==> config.mk <==
export PLATFORM = sky130hd
export DESIGN_NAME = flsp_host
export DESIGN_NICKNAME = d
export VERILOG_FILES = /design/src/logic/flsp_pkg.sv /design/src/logic/flsp_host.sv /design/src/logic/flsp_cycle.sv
export SDC_FILE = /design/constraint.sdc
export NUM_CORES = 1
export LEC_CHECK = 0
export BUFFER_PORTS_ARGS = -buffer_cell sky130_fd_sc_hd__buf_2
export CAP_MARGIN = 40
export CORE_MARGIN = 10
export CORE_UTILIZATION = 57
export CTS_CLUSTER_SIZE = 30
export DETAILED_ROUTE_END_ITERATION = 16
export PLACE_DENSITY_LB_ADDON = 0.25
export SLEW_MARGIN = 20
export SYNTH_ARGS = -nofsm -noshare
export SYNTH_HDL_FRONTEND = slang
export SYNTH_SLANG_ARGS = --single-unit
==> constraint.sdc <==
create_clock -name clk -period 3.4 [get_ports clk]
set_input_delay 0.34 -clock clk [delete_from_list [all_inputs] [get_ports clk]]
set_output_delay 0.34 -clock clk [all_outputs]
set_load 0.02 [all_outputs]
==> src/logic/flsp_pkg.sv <==
// Package: constants and pin carrier for the flash status/protection host controller
package flsp_pkg;
  // ----------------------------------------
  // Clock and timing
  // ----------------------------------------
  localparam int CLK_PS = 4000;
  localparam int T_ACC_NS = 120;
  localparam int T_WP_NS = 50;
  localparam int T_WPH_NS = 20;
  localparam int T_VLHT_US = 4;
  localparam int T_WPP1_US = 10;
  localparam int T_WPP2_MS = 12;
  localparam int ACC_CYC = (T_ACC_NS * 1000 + CLK_PS - 1) / CLK_PS;
  localparam int WP_CYC = (T_WP_NS * 1000 + CLK_PS - 1) / CLK_PS;
  localparam int WPH_CYC = (T_WPH_NS * 1000 + CLK_PS - 1) / CLK_PS;
  localparam int VLHT_CYC = (T_VLHT_US * 1000000 + CLK_PS - 1) / CLK_PS;
  localparam int WPP1_CYC = (T_WPP1_US * 1000000 + CLK_PS - 1) / CLK_PS;
  // Milliseconds in picoseconds overflow an int, so divide first
  localparam int WPP2_CYC = T_WPP2_MS * (1000000000 / CLK_PS);
  localparam int CNT_W = 22;
  // ----------------------------------------
  // Register map (byte offsets)
  // ----------------------------------------
  localparam logic [7:0] REG_CTRL = 8'h00;
  localparam logic [7:0] REG_ADDR = 8'h04;
  localparam logic [7:0] REG_WDATA = 8'h08;
  localparam logic [7:0] REG_RDATA = 8'h0C;
  localparam logic [7:0] REG_STATUS = 8'h10;
  localparam int CTRL_ABORT_BIT = 8;
  localparam int ST_BUSY_BIT = 0;
  localparam int ST_DONE_BIT = 1;
  localparam int ST_RES_LSB = 2;
  localparam int ST_LAST_LSB = 8;
  localparam int ST_PREV_LSB = 16;
  // ----------------------------------------
  // Operations, results, device bits
  // ----------------------------------------
  localparam logic [3:0] OP_READ = 4'h1;
  localparam logic [3:0] OP_WRITE = 4'h2;
  localparam logic [3:0] OP_POLL = 4'h3;
  localparam logic [3:0] OP_ADD_SECTOR = 4'h4;
  localparam logic [3:0] OP_PROTECT = 4'h5;
  localparam logic [3:0] OP_UNPROTECT = 4'h6;
  localparam logic [3:0] OP_VERIFY = 4'h7;
  localparam logic [1:0] RES_OK = 2'h0;
  localparam logic [1:0] RES_FAIL = 2'h1;
  localparam logic [1:0] RES_CLOSED = 2'h2;
  localparam logic [1:0] RES_ABORTED = 2'h3;
  localparam int DB_TOGGLE = 6;
  localparam int DB_TIMEOUT = 5;
  localparam int DB_WINDOW = 3;
  localparam int DB_SECTOR_TOGGLE = 2;
  localparam logic [7:0] CMD_RESET = 8'hF0;
  localparam logic [7:0] CMD_SECTOR_ERASE = 8'h30;
  localparam int ADDR_W = 18;
  localparam int ADDR_BIT_1 = 1;
  localparam int ADDR_BIT_6 = 6;
  // ----------------------------------------
  // Cycle kinds and pin carrier
  // ----------------------------------------
  localparam logic [1:0] CYC_READ = 2'h0;
  localparam logic [1:0] CYC_WRITE = 2'h1;
  localparam logic [1:0] CYC_HV = 2'h2;
  typedef struct packed {
    logic [17:0] addr;
    logic chip_select_n;
    logic output_enable_n;
    logic write_strobe_n;
    logic hv_address_bit_9;
    logic hv_output_enable;
  } flsp_pins_t;
endpackage : flsp_pkg

==> src/logic/flsp_host.sv <==
// Host controller: status polling and chip protection for a parallel flash
// Behaviour
// - Two reads; unchanged toggle means finished
// - Toggling with timeout high: recheck, else reset
// - Resumed polling restarts with double read
// - After timeout, reset command before more work
// - Check window before and after sector add
// - Write needs ce, strobe low, oe high
// - Protect: high level on a9, oe; a6 low
// - Unprotect: high level, a6 high, strobe pulse
`timescale 1ns/1ps
`default_nettype none
module flsp_host #(
  parameter int UNPROT_CYC = flsp_pkg::WPP2_CYC
) (
  input wire logic clk,
  input wire logic rst_b,
  input wire logic wb_cyc_i,
  input wire logic wb_stb_i,
  input wire logic wb_we_i,
  input wire logic [7:0] wb_adr_i,
  input wire logic [3:0] wb_sel_i,
  input wire logic [31:0] wb_dat_i,
  output logic [31:0] wb_dat_o,
  output logic wb_ack_o,
  output flsp_pkg::flsp_pins_t pins,
  input wire logic [7:0] dq_i,
  output logic [7:0] dq_o,
  output logic dq_oe_n
);
  // ----------------------------------------
  // Register slave
  // ----------------------------------------
  logic ack_r;
  logic [31:0] dat_r;
  logic [17:0] addr_r;
  logic [7:0] wdata_r;
  logic [7:0] rdata_r;
  logic [7:0] prev_r;
  logic [3:0] op_r;
  logic [1:0] res_r;
  logic done_r;
  logic abort_r;
  wire logic req = wb_cyc_i && wb_stb_i;
  wire logic wr_take = req && wb_we_i && ack_r;
  wire logic sel_ctrl = (wb_adr_i == flsp_pkg::REG_CTRL);
  wire logic sel_addr = (wb_adr_i == flsp_pkg::REG_ADDR);
  wire logic sel_wdata = (wb_adr_i == flsp_pkg::REG_WDATA);
  wire logic sel_rdata = (wb_adr_i == flsp_pkg::REG_RDATA);
  wire logic sel_status = (wb_adr_i == flsp_pkg::REG_STATUS);
  wire logic lane0 = wb_sel_i[0];
  wire logic lane1 = wb_sel_i[1];
  wire logic busy;
  wire logic go = wr_take && sel_ctrl && lane0 && !busy && (wb_dat_i[3:0] != 4'h0);
  wire logic abort_wr = wr_take && sel_ctrl && lane1 && wb_dat_i[flsp_pkg::CTRL_ABORT_BIT];
  wire logic [31:0] status_word = {8'h00, prev_r, rdata_r, 4'h0, res_r, done_r, busy};
  wire logic [31:0] rd_mux = sel_ctrl ? {28'h0000000, op_r} :
                             sel_addr ? {14'h0000, addr_r} :
                             sel_wdata ? {24'h000000, wdata_r} :
                             sel_rdata ? {24'h000000, rdata_r} :
                             sel_status ? status_word : 32'h00000000;
  always_ff @(posedge clk or negedge rst_b) begin
    if (!rst_b) begin
      ack_r <= 1'b0;
      dat_r <= 32'h00000000;
    end else begin
      ack_r <= req && !ack_r;
      dat_r <= rd_mux;
    end
  end
  assign wb_ack_o = ack_r;
  assign wb_dat_o = dat_r;
  // ----------------------------------------
  // Sequencer
  // ----------------------------------------
  typedef enum logic [3:0] {
    M_IDLE = 4'h0,
    M_RD1 = 4'h1,
    M_RD2 = 4'h3,
    M_RD3 = 4'h2,
    M_RD4 = 4'h6,
    M_WR = 4'h7,
    M_RST = 4'h5,
    M_HV = 4'h4,
    M_FIN = 4'hC
  } flsp_st_t;
  flsp_st_t st_r, st_nxt;
  logic wait_r;
  logic hv_r;
  logic [1:0] res_nxt;
  wire logic cyc_done;
  wire logic [7:0] cyc_rdata;
  assign busy = (st_r != M_IDLE);
  wire logic run = busy && (st_r != M_FIN);
  wire logic cyc_start = run && !wait_r;
  wire logic is_rd = (st_r == M_RD1) || (st_r == M_RD2) || (st_r == M_RD3) || (st_r == M_RD4);
  wire logic [1:0] cyc_kind = is_rd ? flsp_pkg::CYC_READ :
                              (st_r == M_HV) ? flsp_pkg::CYC_HV : flsp_pkg::CYC_WRITE;
  wire logic [21:0] cyc_width = is_rd ? 22'(flsp_pkg::ACC_CYC) :
      (st_r != M_HV) ? 22'(flsp_pkg::WP_CYC) :
      (op_r == flsp_pkg::OP_PROTECT) ? 22'(flsp_pkg::WPP1_CYC) : 22'(UNPROT_CYC);
  // Protect holds a6 low during pulse
  // Unprotect holds a6 high during pulse
  wire logic [17:0] hv_addr = (op_r == flsp_pkg::OP_UNPROTECT) ?
      (addr_r | 18'h00040) : (addr_r & 18'h3FFBF);
  wire logic [17:0] cyc_addr = (op_r == flsp_pkg::OP_VERIFY) ? (addr_r | 18'h00002) :
                               (st_r == M_HV) ? hv_addr : addr_r;
  wire logic [7:0] cyc_wdata = (st_r == M_RST) ? flsp_pkg::CMD_RESET :
      (op_r == flsp_pkg::OP_ADD_SECTOR) ? flsp_pkg::CMD_SECTOR_ERASE : wdata_r;
  wire logic tog_same = (cyc_rdata[flsp_pkg::DB_TOGGLE] == prev_r[flsp_pkg::DB_TOGGLE]);
  wire logic tmo_high = cyc_rdata[flsp_pkg::DB_TIMEOUT];
  wire logic win_high = cyc_rdata[flsp_pkg::DB_WINDOW];
  wire logic is_poll = (op_r == flsp_pkg::OP_POLL);
  always_comb begin
    st_nxt = st_r;
    res_nxt = res_r;
    case (st_r)
      M_IDLE: begin
        if (go) begin
          res_nxt = flsp_pkg::RES_OK;
          case (wb_dat_i[3:0])
            flsp_pkg::OP_WRITE: st_nxt = M_WR;
            flsp_pkg::OP_PROTECT, flsp_pkg::OP_UNPROTECT: st_nxt = M_HV;
            default: st_nxt = M_RD1;
          endcase
        end
      end
      M_RD1: begin
        if (cyc_done) begin
          if (op_r == flsp_pkg::OP_ADD_SECTOR) begin
            st_nxt = win_high ? M_FIN : M_WR;
            res_nxt = win_high ? flsp_pkg::RES_CLOSED : flsp_pkg::RES_OK;
          end else begin
            st_nxt = is_poll ? M_RD2 : M_FIN;
          end
        end
      end
      M_RD2: begin
        if (cyc_done) begin
          if (!is_poll) begin
            st_nxt = M_FIN;
            res_nxt = win_high ? flsp_pkg::RES_CLOSED : flsp_pkg::RES_OK;
          end else if (tog_same) begin
            st_nxt = M_FIN;
          end else if (tmo_high) begin
            st_nxt = M_RD3;
          end else if (abort_r) begin
            st_nxt = M_FIN;
            res_nxt = flsp_pkg::RES_ABORTED;
          end else begin
            st_nxt = M_RD1;
          end
        end
      end
      M_RD3: begin
        if (cyc_done) begin
          st_nxt = M_RD4;
        end
      end
      M_RD4: begin
        if (cyc_done) begin
          st_nxt = tog_same ? M_FIN : M_RST;
          res_nxt = tog_same ? flsp_pkg::RES_OK : flsp_pkg::RES_FAIL;
        end
      end
      M_WR: begin
        if (cyc_done) begin
          st_nxt = (op_r == flsp_pkg::OP_ADD_SECTOR) ? M_RD2 : M_FIN;
        end
      end
      M_RST: begin
        if (cyc_done) begin
          st_nxt = M_FIN;
        end
      end
      M_HV: begin
        if (cyc_done) begin
          st_nxt = M_FIN;
        end
      end
      M_FIN: st_nxt = M_IDLE;
      default: st_nxt = M_IDLE;
    endcase
  end
  always_ff @(posedge clk or negedge rst_b) begin
    if (!rst_b) begin
      st_r <= M_IDLE;
      wait_r <= 1'b0;
      res_r <= flsp_pkg::RES_OK;
      done_r <= 1'b0;
      op_r <= 4'h0;
      abort_r <= 1'b0;
    end else begin
      st_r <= st_nxt;
      res_r <= res_nxt;
      wait_r <= cyc_start ? 1'b1 : (cyc_done ? 1'b0 : wait_r);
      done_r <= (st_r == M_FIN) ? 1'b1 : (go ? 1'b0 : done_r);
      op_r <= go ? wb_dat_i[3:0] : op_r;
      abort_r <= (abort_wr && busy) ? 1'b1 : ((st_r == M_FIN || go) ? 1'b0 : abort_r);
    end
  end
  // Read results: prev keeps the previous sample for toggle compare
  always_ff @(posedge clk or negedge rst_b) begin
    if (!rst_b) begin
      rdata_r <= 8'h00;
      prev_r <= 8'h00;
      addr_r <= 18'h00000;
      wdata_r <= 8'h00;
      hv_r <= 1'b0;
    end else begin
      if (cyc_done && is_rd) begin
        prev_r <= cyc_rdata;
        rdata_r <= cyc_rdata;
      end
      if (wr_take && sel_addr && !busy) begin
        addr_r <= wb_dat_i[17:0];
      end
      if (wr_take && sel_wdata && lane0 && !busy) begin
        wdata_r <= wb_dat_i[7:0];
      end
      // High level held over the whole protect, unprotect or verify op
      hv_r <= (st_nxt == M_HV) ||
              ((op_r == flsp_pkg::OP_VERIFY) && (st_nxt == M_RD1));
    end
  end
  // ----------------------------------------
  // Pin cycle engine
  // ----------------------------------------
  wire logic [17:0] pin_addr;
  wire logic pin_ce_n;
  wire logic pin_oe_n;
  wire logic pin_we_n;
  flsp_cycle u_cycle (
    .clk(clk),
    .rst_b(rst_b),
    .start(cyc_start),
    .kind(cyc_kind),
    .addr(cyc_addr),
    .wdata(cyc_wdata),
    .width(cyc_width),
    .dq_i(dq_i),
    .done(cyc_done),
    .rdata(cyc_rdata),
    .addr_o(pin_addr),
    .ce_n(pin_ce_n),
    .oe_n(pin_oe_n),
    .we_n(pin_we_n),
    .dq_o(dq_o),
    .dq_oe_n(dq_oe_n)
  );
  // High level on a9 and oe for protect
  assign pins = '{addr: pin_addr, chip_select_n: pin_ce_n, output_enable_n: pin_oe_n,
                  write_strobe_n: pin_we_n, hv_address_bit_9: hv_r,
                  hv_output_enable: hv_r && (op_r != flsp_pkg::OP_VERIFY)};
endmodule : flsp_host
`default_nettype wire

==> src/logic/flsp_cycle.sv <==
// One strobed read, write or high-voltage pulse on the flash pins
`timescale 1ns/1ps
`default_nettype none
module flsp_cycle (
  input wire logic clk,
  input wire logic rst_b,
  input wire logic start,
  input wire logic [1:0] kind,
  input wire logic [17:0] addr,
  input wire logic [7:0] wdata,
  input wire logic [21:0] width,
  input wire logic [7:0] dq_i,
  output logic done,
  output logic [7:0] rdata,
  output logic [17:0] addr_o,
  output logic ce_n,
  output logic oe_n,
  output logic we_n,
  output logic [7:0] dq_o,
  output logic dq_oe_n
);
  // ----------------------------------------
  // State
  // ----------------------------------------
  typedef enum logic [2:0] {
    CY_IDLE = 3'h0,
    CY_SETUP = 3'h1,
    CY_PULSE = 3'h3,
    CY_HOLD = 3'h2,
    CY_DONE = 3'h6
  } flsp_cy_t;
  flsp_cy_t st_r, st_nxt;
  logic [21:0] cnt_r, cnt_nxt;
  logic [1:0] kind_r;
  logic [21:0] width_r;
  wire logic cnt_end = (cnt_r == 22'h000000);
  wire logic is_rd = (kind_r == flsp_pkg::CYC_READ);
  wire logic [21:0] setup_cyc = (kind_r == flsp_pkg::CYC_HV) ?
      22'(flsp_pkg::VLHT_CYC - 1) : 22'h000000;
  always_comb begin
    st_nxt = st_r;
    cnt_nxt = cnt_end ? cnt_r : cnt_r - 22'h000001;
    case (st_r)
      CY_IDLE: begin
        if (start) begin
          st_nxt = CY_SETUP;
          cnt_nxt = 22'h000000;
        end
      end
      CY_SETUP: begin
        // Long setup stays here so no early strobe edge leaks out
        if (cnt_end && setup_cyc != 22'h000000) begin
          cnt_nxt = setup_cyc;
        end else if (cnt_end) begin
          st_nxt = CY_PULSE;
          cnt_nxt = width_r - 22'h000001;
        end
      end
      CY_PULSE: begin
        if (cnt_end) begin
          st_nxt = CY_HOLD;
          cnt_nxt = 22'(flsp_pkg::WPH_CYC - 1);
        end
      end
      CY_HOLD: begin
        if (cnt_end) begin
          st_nxt = CY_DONE;
        end
      end
      CY_DONE: st_nxt = CY_IDLE;
      default: st_nxt = CY_IDLE;
    endcase
  end
  always_ff @(posedge clk or negedge rst_b) begin
    if (!rst_b) begin
      st_r <= CY_IDLE;
      cnt_r <= 22'h000000;
      kind_r <= flsp_pkg::CYC_READ;
      width_r <= 22'h000001;
      addr_o <= 18'h00000;
      dq_o <= 8'h00;
      rdata <= 8'h00;
    end else begin
      st_r <= st_nxt;
      cnt_r <= (st_r == CY_IDLE && start) ? 22'h000000 :
               (st_r == CY_IDLE) ? cnt_r : cnt_nxt;
      if (st_r == CY_IDLE && start) begin
        kind_r <= kind;
        width_r <= width;
        addr_o <= addr;
        dq_o <= wdata;
      end
      if (st_r == CY_SETUP && cnt_end && setup_cyc != 22'h000000) begin
        kind_r <= flsp_pkg::CYC_WRITE;
      end
      if (st_r == CY_PULSE && cnt_end && is_rd) begin
        rdata <= dq_i;
      end
    end
  end
  // ----------------------------------------
  // Pin drive
  // ----------------------------------------
  // Write only with ce low, oe high
  always_ff @(posedge clk or negedge rst_b) begin
    if (!rst_b) begin
      ce_n <= 1'b1;
      oe_n <= 1'b1;
      we_n <= 1'b1;
      dq_oe_n <= 1'b1;
    end else begin
      ce_n <= !(st_nxt == CY_SETUP || st_nxt == CY_PULSE);
      oe_n <= !(st_nxt == CY_PULSE && is_rd);
      we_n <= !(st_nxt == CY_PULSE && !is_rd && st_r != CY_IDLE);
      dq_oe_n <= !(st_nxt != CY_IDLE && st_nxt != CY_DONE && !is_rd && st_r != CY_IDLE);
    end
  end
  assign done = (st_r == CY_DONE);
endmodule : flsp_cycle
`default_nettype wire

---- Word level (Yosys, flattened, before mapping) ----
Cells that the tools add are included.
operators by class
  add/subtract/negate cells ............... 2
  equality and inequality tests ........... 43
  muxes and demuxes ....................... 67
  reductions and logical operators ........ 65
operators with widths
  operator                                              count
  two-way mux 22 bit                                    9
  two-way mux 24 bit                                    5
  two-way mux 4 bit                                     16
  equality test 4 x 3 -> 1 bit (second input constant)  11
  case mux 22 bit (2 select lines)                      1
  subtractor 22 x 1 -> 22 bit (second input constant)   2
  logical AND 1 bit                                     33
  two-way mux 2 bit                                     14
  case mux 4 bit (7 select lines)                       1
  zero test 22 bit                                      1
  nonzero test 22 bit                                   1
  two-way mux 7 bit                                     3
  equality test 4 x 2 -> 1 bit (second input constant)  4
  equality test 8 x 4 -> 1 bit (second input constant)  2
  two-way mux 8 bit                                     2
  two-way mux 3 bit                                     5
  != test 3 bit (second input constant)                 4
  case mux 3 bit (4 select lines)                       1
  nonzero test 4 bit                                    3
  two-way mux 10 bit                                    1
  equality test 3 x 2 -> 1 bit (second input constant)  3
  AND reduction 9 bit                                   1
  equality test 4 x 1 -> 1 bit (second input constant)  2
  equality test 8 x 3 -> 1 bit (second input constant)  1
  other kinds (22)                                      51
word-level totals
  flip-flop bits (word level) ............. 160
  input bits .............................. 57
  output and inout port bits .............. 65
  word-level logic and storage cells ...... 200

---- Depth between registers and ports, before layout ----
Gate-level depths: netlist of run 1.
  word-level depth ........................ 12
  gate-level depth with buffers ........... 13

---- By module ----
A second synthesis of run 1 with hierarchy kept.
unflattened totals
  cell total of the unflattened synthesis .. 869
  area total of the unflattened synthesis .. 8,301.7 µm²
by module, submodules not included
  module      times used  cells an instance  area each (µm²)
  flsp_cycle  1           541                4,697.0
  flsp_host   1           328                3,604.7

---- Worst setup path before layout of run 1 ----
Ideal clock, no wire load.
  path type ............................... register -> register
  start ................................... register u_cycle.cnt_r[0]
  end ..................................... register u_cycle.cnt_r[7]
  data arrival time ....................... 2.529 ns
  path slack .............................. 0.749 ns
  stages on the path, launching flop included .. 9
  buffers on the path ..................... 0
  cell sequence ........................... dfrtp_1 > inv_1 > ha_1 > or4b_2 > or4_4 > o31ai_4 > o41ai_1 > or2_1 > a32o_1
on the way
  word-level cells in the longest chain between the ends .. 7
  elaborated cells on any way between the ends .. 10
ends and longest elaborated chain
  item                                                                    line                                RTL
  start: declaration                                                      flsp_cycle.sv:33                    logic [21:0] cnt_r, cnt_nxt;
  start signal: assignment                                                flsp_cycle.sv:85                    cnt_r <= (st_r == CY_IDLE && start) ? 22'h000000 :
  subtractor 22 x 1 -> 22 bit / zero test 22 bit (equally long branches)  flsp_cycle.sv:42, flsp_cycle.sv:36
  two-way mux 22 bit                                                      flsp_cycle.sv:42                    cnt_nxt = cnt_end ? cnt_r : cnt_r - 22'h000001;
  two-way mux 22 bit                                                      flsp_cycle.sv:54                    end else if (cnt_end) begin
  two-way mux 22 bit                                                      flsp_cycle.sv:52                    if (cnt_end && setup_cyc != 22'h000000) begin
  case mux 22 bit (2 select lines) (*)                                    flsp_cycle.sv:43                    case (st_r)
  two-way mux 22 bit (*)                                                  flsp_cycle.sv:86                    (st_r == CY_IDLE) ? cnt_r : cnt_nxt;
  two-way mux 22 bit (*)                                                  flsp_cycle.sv:85
Mark *: on every way between the ends. The rest lies on a longest branch, timed or not. The select of a mux whose other input is x is not followed.
A chain may end at the register's enable or synchronous reset.

---- Worst setup path after layout of run 1 ----
  start ................................... register u_cycle.cnt_r[0]
  end ..................................... register u_cycle.cnt_r[0]
The elaborated chain is that of the path after synthesis.

==> flow_metrics.env, run 1 <==
export IMPL_status="complete, no violations"
export IMPL_holdPathStages=3
export IMPL_finalSetupTns_ps=0
export IMPL_cts_root_buf="clkbuf_16"
export IMPL_grt_use_met1=0.2885
export IMPL_nets=887
export IMPL_setup_violations=0
export IMPL_r2r_end="u_cycle.cnt_r[0]"
export IMPL_power_density_nw_per_um2=433.3
export IMPL_detail_route_iter0_violations=554
export IMPL_syn_inst=732
export IMPL_reg2reg_slack_ps=380
export IMPL_synth_area_sq_um=7269
export IMPL_worst_slew_pin_slew_ps=706.2
export IMPL_vias=5990
export IMPL_antenna_found_initial=0
export IMPL_final_min_clock_period_ps=3020
export IMPL_hold_viol=0
export IMPL_use_met2=0.3738
export IMPL_io_pin_count=122
export IMPL_yosys_warnings=0
export IMPL_start_util=0.5784
export IMPL_total_power_w=0.003687
export IMPL_p_leak_nw=4.189
export IMPL_drc=0
export IMPL_track_usage=0.2282
export IMPL_synth_ff_type="dfrtp_1"
export IMPL_fmax_mhz=331.1
export IMPL_hp_class="input port to flip-flop"
export IMPL_critPathCaptureType="flip-flop"
export IMPL_yosysUniqueCellTypes=75
export IMPL_r2r_start="u_cycle.cnt_r[0]"
export IMPL_final_core_util=0.6771
export IMPL_dieArea_sq_um=17670
export IMPL_post_cts_resized=0
export IMPL_cp_arrival_ps=3310
export IMPL_areaGrowthSynthToFinish_pct=17.06
export IMPL_rsz0062_at_grt="false"
export IMPL_hpwl_mm=14.68
export IMPL_holdCritStartpoint="wb_stb_i"
export IMPL_critPathRequiredTime_ps=3690
export IMPL_syn_avg_cell_area_sq_um=9.931
export IMPL_firstDrtPassIters=5
export IMPL_maxSlewViolCount=0
export IMPL_peakVddDrop_v=0.0003993
export IMPL_overflow=0
export IMPL_cts_htree_levels=4
export IMPL_cts_tree="done"
export IMPL_drive_above_1_share=0.2634
export IMPL_synth_edf_count=0
export IMPL_ant_nets=0
export IMPL_grt_max_degree=79
export IMPL_synth_seq_cells=145
export IMPL_crit_path_max_fanout=21
export IMPL_core_area_sq_um=12570
export IMPL_grt_pass1_vias=6105
export IMPL_insertion_delay_ps=420
export IMPL_ys_seq_area_frac=0.5000
export IMPL_holdWs_ps=137.7
export IMPL_dp_cells=978
export IMPL_finalNonFillerCells=1011
export IMPL_totalWireLength_mm=19.89
export IMPL_die_y_um=132.9
export IMPL_timing_final_crit_share=0.8883
export IMPL_numCtsBuffers=17
export IMPL_clock_sinks=145
export IMPL_relSlewSlack=0.5249
export IMPL_cp_start_kind="flip-flop"
export IMPL_port_buffers=97
export IMPL_cap_violations=0
export IMPL_crit_type="flip-flop to flip-flop"
export IMPL_wl_per_cell_um=19.68
export IMPL_reg2reg_depth=11
export IMPL_gp_congestion=0.9029
export IMPL_path_clk_slew_ps=60
export IMPL_antenna_cells=0
export IMPL_clock_skew_ps=7.212
export IMPL_holdPathEnd="wb_ack_o"
export IMPL_num_rows=41
export IMPL_synth_async_reset_ratio=1.000
export IMPL_via_per_inst=5.925
export IMPL_grt_pass1_wl_mm=32.54
export IMPL_grt_use_met3=0.05337
export IMPL_die_w_um=132.9
export IMPL_clockBufferDepth=2
export IMPL_grt_busiest_layer="met2"
## state kept, by name, summed over array words and instances (netlist names), 2 cells and up
signal	flops
addr_r	18
op_r	4
prev_r	8
res_r	2
st_r	4
u_cycle.addr_o	18
u_cycle.cnt_r	22
u_cycle.dq_o	8
u_cycle.kind_r	2
u_cycle.rdata	8
u_cycle.st_r	3
u_cycle.width_r	7
wb_dat_o	24
wdata_r	8
## timing repair
item | in CTS | in global routing
setup buffers | 0 | 0
hold buffers | 1 | 0
hold endpoints to repair | 35 | 0
setup endpoints to repair | 0 | 0
## critical path, cell delays in order (launching register included)
cell     delay, ps
dfrtp_1        410
inv_1          140
ha_1           160
or4b_2         650
nor2_1         240
and3_1         370
inv_2          240
ha_1           240
o21ai_0        150
o21ai_0        100
o21ai_0         90
o21ai_0        100
## kinds of logic after synthesis
logic type | count (synthesis) | synth area share
AND/OR/NAND/NOR | 282 | 0.1964
AO/OA/AOI/OAI | 170 | 0.1621
flip-flops | 145 | 0.5000
buffers and inverters | 71 | 0.04630
multiplexers | 51 | 0.07814
XOR/XNOR | 8 | 0.009639
adder cells (fa/ha/maj) | 4 | 0.006885
other | 1 | 0.0005159
## placed cells by master (no fill, tap or decap), types with 12 or more instances in the layout
cell type	count
a21o_1	12
a21oi_1	27
buf_2	97
buf_4	18
clkbuf_16	17
dfrtp_1	140
inv_1	19
mux2_2	46
nand2_1	111
nand3_1	14
nor2_1	48
nor3_1	22
o21ai_0	42
## power by group
group / leakage [nW] / switching [W] / internal (W) / total [W]
Sequential: 1.95 / 0.0000135 / 0.00174 / 0.00175
Combinational: 1.98 / 0.0000964 / 0.0000489 / 0.000145
Clock: 0.263 / 0.000767 / 0.00102 / 0.00179
## how the worst max path moves through the flow
stage	startpoint	endpoint	slack, ps	cells past startpoint
5_1_grt	u_cycle.cnt_r[0]	u_cycle.cnt_r[0]	130	11
2_1_floorplan	u_cycle.cnt_r[0]	u_cycle.cnt_r[7]	750	8
6_report	u_cycle.cnt_r[0]	u_cycle.cnt_r[0]	380	11
3_5_place_dp	u_cycle.cnt_r[0]	u_cycle.cnt_r[10]	460	9
3_3_place_gp	u_cycle.cnt_r[0]	u_cycle.cnt_r[0]	540	11
4_1_cts	u_cycle.cnt_r[0]	u_cycle.cnt_r[0]	450	11
## synth_stat cells, drive strengths merged, types with 4 or more instances
cell type	instances	area share
nor2	48	0.025
a21oi	27	0.019
o41ai	6	0.0083
inv	20	0.010
and2	11	0.0095
o22ai	4	0.0034
a211o	5	0.0060
nand2b	8	0.0069
a211oi	4	0.0041
mux2i	5	0.0069
o31ai	6	0.0088
a21o	12	0.012
mux2	46	0.071
dfstp	5	0.018
buf	20	0.020
o311ai	4	0.0048
a22o	7	0.0084
nor2b	9	0.0077
or4b	4	0.0055
xnor2	5	0.0060
or4	7	0.0083
ha	4	0.0069
nor3b	4	0.0041
o211ai	8	0.0083
nand2	112	0.059
a31oi	7	0.0060
nand4	5	0.0043
or2	4	0.0034
nor4	12	0.015
and3	7	0.0060
clkbuf	31	0.016
a311oi	4	0.0048
nor3	23	0.017
o21a	4	0.0041
dfrtp	140	0.48
nand3b	6	0.0062
nand3	14	0.0096
a22oi	4	0.0041
o21ai	45	0.031
## stage by stage
step	area [sq um]	worst slack, ps
after CTS	8509	451.1
after floorplan	7296	749.1
final	8509	379.8
after global routing	8509	131.5
after detailed placement	7924	456.3
after global placement	7876	543.0
## layout make-up
type | instances | area [sq um]
multi-input cells | 523 | 3324
flip-flops and latches | 145 | 3635
well taps | 172 | 215.2
inverters | 20 | 75.07
clock inverters | 15 | 150.1
fillers | 1015 | 4059
repair buffers | 119 | 684.4
clock buffers | 17 | 425.4
## per-layer routing
| layer | vias to the layer above | part of all wire |
|---|---|---|
| met5 | - | 0 |
| met4 | 0 | 0.019 |
| met3 | 31 | 0.054 |
| met2 | 193 | 0.49 |
| met1 | 2942 | 0.43 |
| li1 | 2824 | - |
Power figures use the tool's default switching activity.
==> inputs of run 2 (changes only) <==
- GPL_TIMING_DRIVEN: default -> 0
- REMOVE_ABC_BUFFERS: default -> 1
==> flow_metrics.env, run 2 (synthesized netlist as in run 1, its figures left out) <==
export IMPL_die_w_um=132.9
export IMPL_status="complete, no violations"
export IMPL_r2r_end="u_cycle.cnt_r[10]"
export IMPL_reg2reg_depth=9
export IMPL_mostFrequentLayoutCells="dfrtp_1, nand2_1, buf_2"
export IMPL_hold_viol=0
export IMPL_numCtsBuffers=17
export IMPL_relSlewSlack=0.4059
export IMPL_antenna_found_initial=1
export IMPL_holdPathEnd="wb_ack_o"
export IMPL_start_util=0.5784
export IMPL_worst_slew_pin_slew_ps=882.9
export IMPL_gp_congestion=0.9640
export IMPL_post_place_ws_ps=29.99
export IMPL_drive_above_1_share=0.2597
export IMPL_track_usage=0.2311
export IMPL_areaGrowthSynthToFinish_pct=17.35
export IMPL_cts_root_buf="clkbuf_16"
export IMPL_clock_skew_ps=6.245
export IMPL_maxSlewViolCount=0
export IMPL_critPathRequiredTime_ps=3740
export IMPL_io_pin_count=122
export IMPL_path_clk_slew_ps=60
export IMPL_rsz0062_at_grt="false"
export IMPL_cp_arrival_ps=3560
export IMPL_cp_start_kind="flip-flop"
export IMPL_firstDrtPassIters=6
export IMPL_peakVddDrop_v=0.0005591
export IMPL_nets=876
export IMPL_total_power_w=0.003846
export IMPL_holdCritStartpoint="wb_stb_i"
export IMPL_reg2reg_slack_ps=180
export IMPL_num_rows=41
export IMPL_final_min_clock_period_ps=3219
export IMPL_crit_path_max_fanout=21
export IMPL_port_buffers=97
export IMPL_ant_nets=0
export IMPL_final_core_util=0.6787
export IMPL_grt_pass1_vias=6252
export IMPL_overflow=0
export IMPL_finalSetupTns_ps=0
export IMPL_insertion_delay_ps=430
export IMPL_power_density_nw_per_um2=450.9
export IMPL_dp_cells=964
export IMPL_die_y_um=132.9
export IMPL_holdPathStages=3
export IMPL_p_leak_nw=4.193
export IMPL_final_common_cell="dfrtp_1"
export IMPL_cts_tree="done"
export IMPL_core_area_sq_um=12570
export IMPL_critPathCaptureType="flip-flop"
export IMPL_vias=6129
export IMPL_totalWireLength_mm=20.41
export IMPL_setup_violations=0
export IMPL_crit_type="flip-flop to flip-flop"
export IMPL_clock_sinks=145
export IMPL_timing_final_ws_setup_ps=180.6
export IMPL_hp_class="input port to flip-flop"
export IMPL_hpwl_mm=14.26
export IMPL_clockBufferDepth=2
export IMPL_fmax_mhz=310.6
export IMPL_finalNonFillerCells=1001
export IMPL_via_per_inst=6.123
export IMPL_drc=0
export IMPL_largest_reg_flops=24
export IMPL_wl_per_cell_um=20.39
export IMPL_timing_final_crit_share=0.9469
export IMPL_grt_max_degree=83
export IMPL_dieArea_sq_um=17670
export IMPL_cts_htree_levels=4
export IMPL_grt_pass1_wl_mm=32.64
export IMPL_r2r_start="u_cycle.cnt_r[0]"
export IMPL_detail_route_iter0_violations=576
export IMPL_cap_violations=0
## run 2: final cells by class
type | count | area, sq um
clock buffers | 19 | 442.9
clock inverters | 13 | 177.7
multi-input cells | 523 | 3354
fillers | 970 | 4038
well taps | 172 | 215.2
diodes | 1 | 2.502
repair buffers | 108 | 628.1
inverters | 20 | 75.07
flip-flops and latches | 145 | 3635
## run 2: worst max-delay path, stage by stage (launching register included)
cell and delay, ps:
dfrtp_1 400, inv_1 160, ha_1 170, or4b_2 640, nor2_1 240, and3_1 500
inv_2 280, nor3_1 460, o21ai_1 140, o211ai_1 130
## run 2: worst max-delay path by stage
stage               slack, ps        startpoint  cells past startpoint                 to
global placement        -1020   u_cycle.st_r[1]                      5  u_cycle.kind_r[0]
CTS                         5  u_cycle.cnt_r[0]                      8   u_cycle.rdata[5]
finish                    180  u_cycle.cnt_r[0]                      9  u_cycle.cnt_r[10]
floorplan                 550   u_cycle.st_r[1]                      5  u_cycle.kind_r[0]
detailed placement         30  u_cycle.cnt_r[0]                      8   u_cycle.rdata[5]
global route               40  u_cycle.cnt_r[0]                     11   u_cycle.cnt_r[0]
## run 2: repair_timing
action | in CTS | in global routing
endpoints found under the setup margin | 0 | 11
resized for setup | 0 | 2
setup buffers | 0 | 1
hold buffers | 1 | 0
endpoints found under the hold margin | 58 | 0
## run 2: metal layers
metal,track usage,wire length [um]
met4,0.09963,645
met3,0.05791,1285
met1,0.2722,8125
met5,0,0
met2,0.3913,10350
## run 2: through the flow
| stage | cell area (sq um) | hold WS, ps |
|---|---|---|
| 4_1_cts | 8472 | 123.8 |
| 3_5_place_dp | 7841 | 308.4 |
| 6_report | 8531 | 131.6 |
| 5_1_grt | 8531 | 138.1 |
| 2_1_floorplan | 7034 | 44.41 |
| 3_3_place_gp | 7735 | 433.8 |
## run 2: report_power, final
group	internal (W)	total (W)	switching (W)
registers	0.00174	0.00175	0.0000122
clock network	0.00119	0.00195	0.000766
logic	0.0000473	0.000142	0.0000951
total	0.00297	0.00385	0.000873
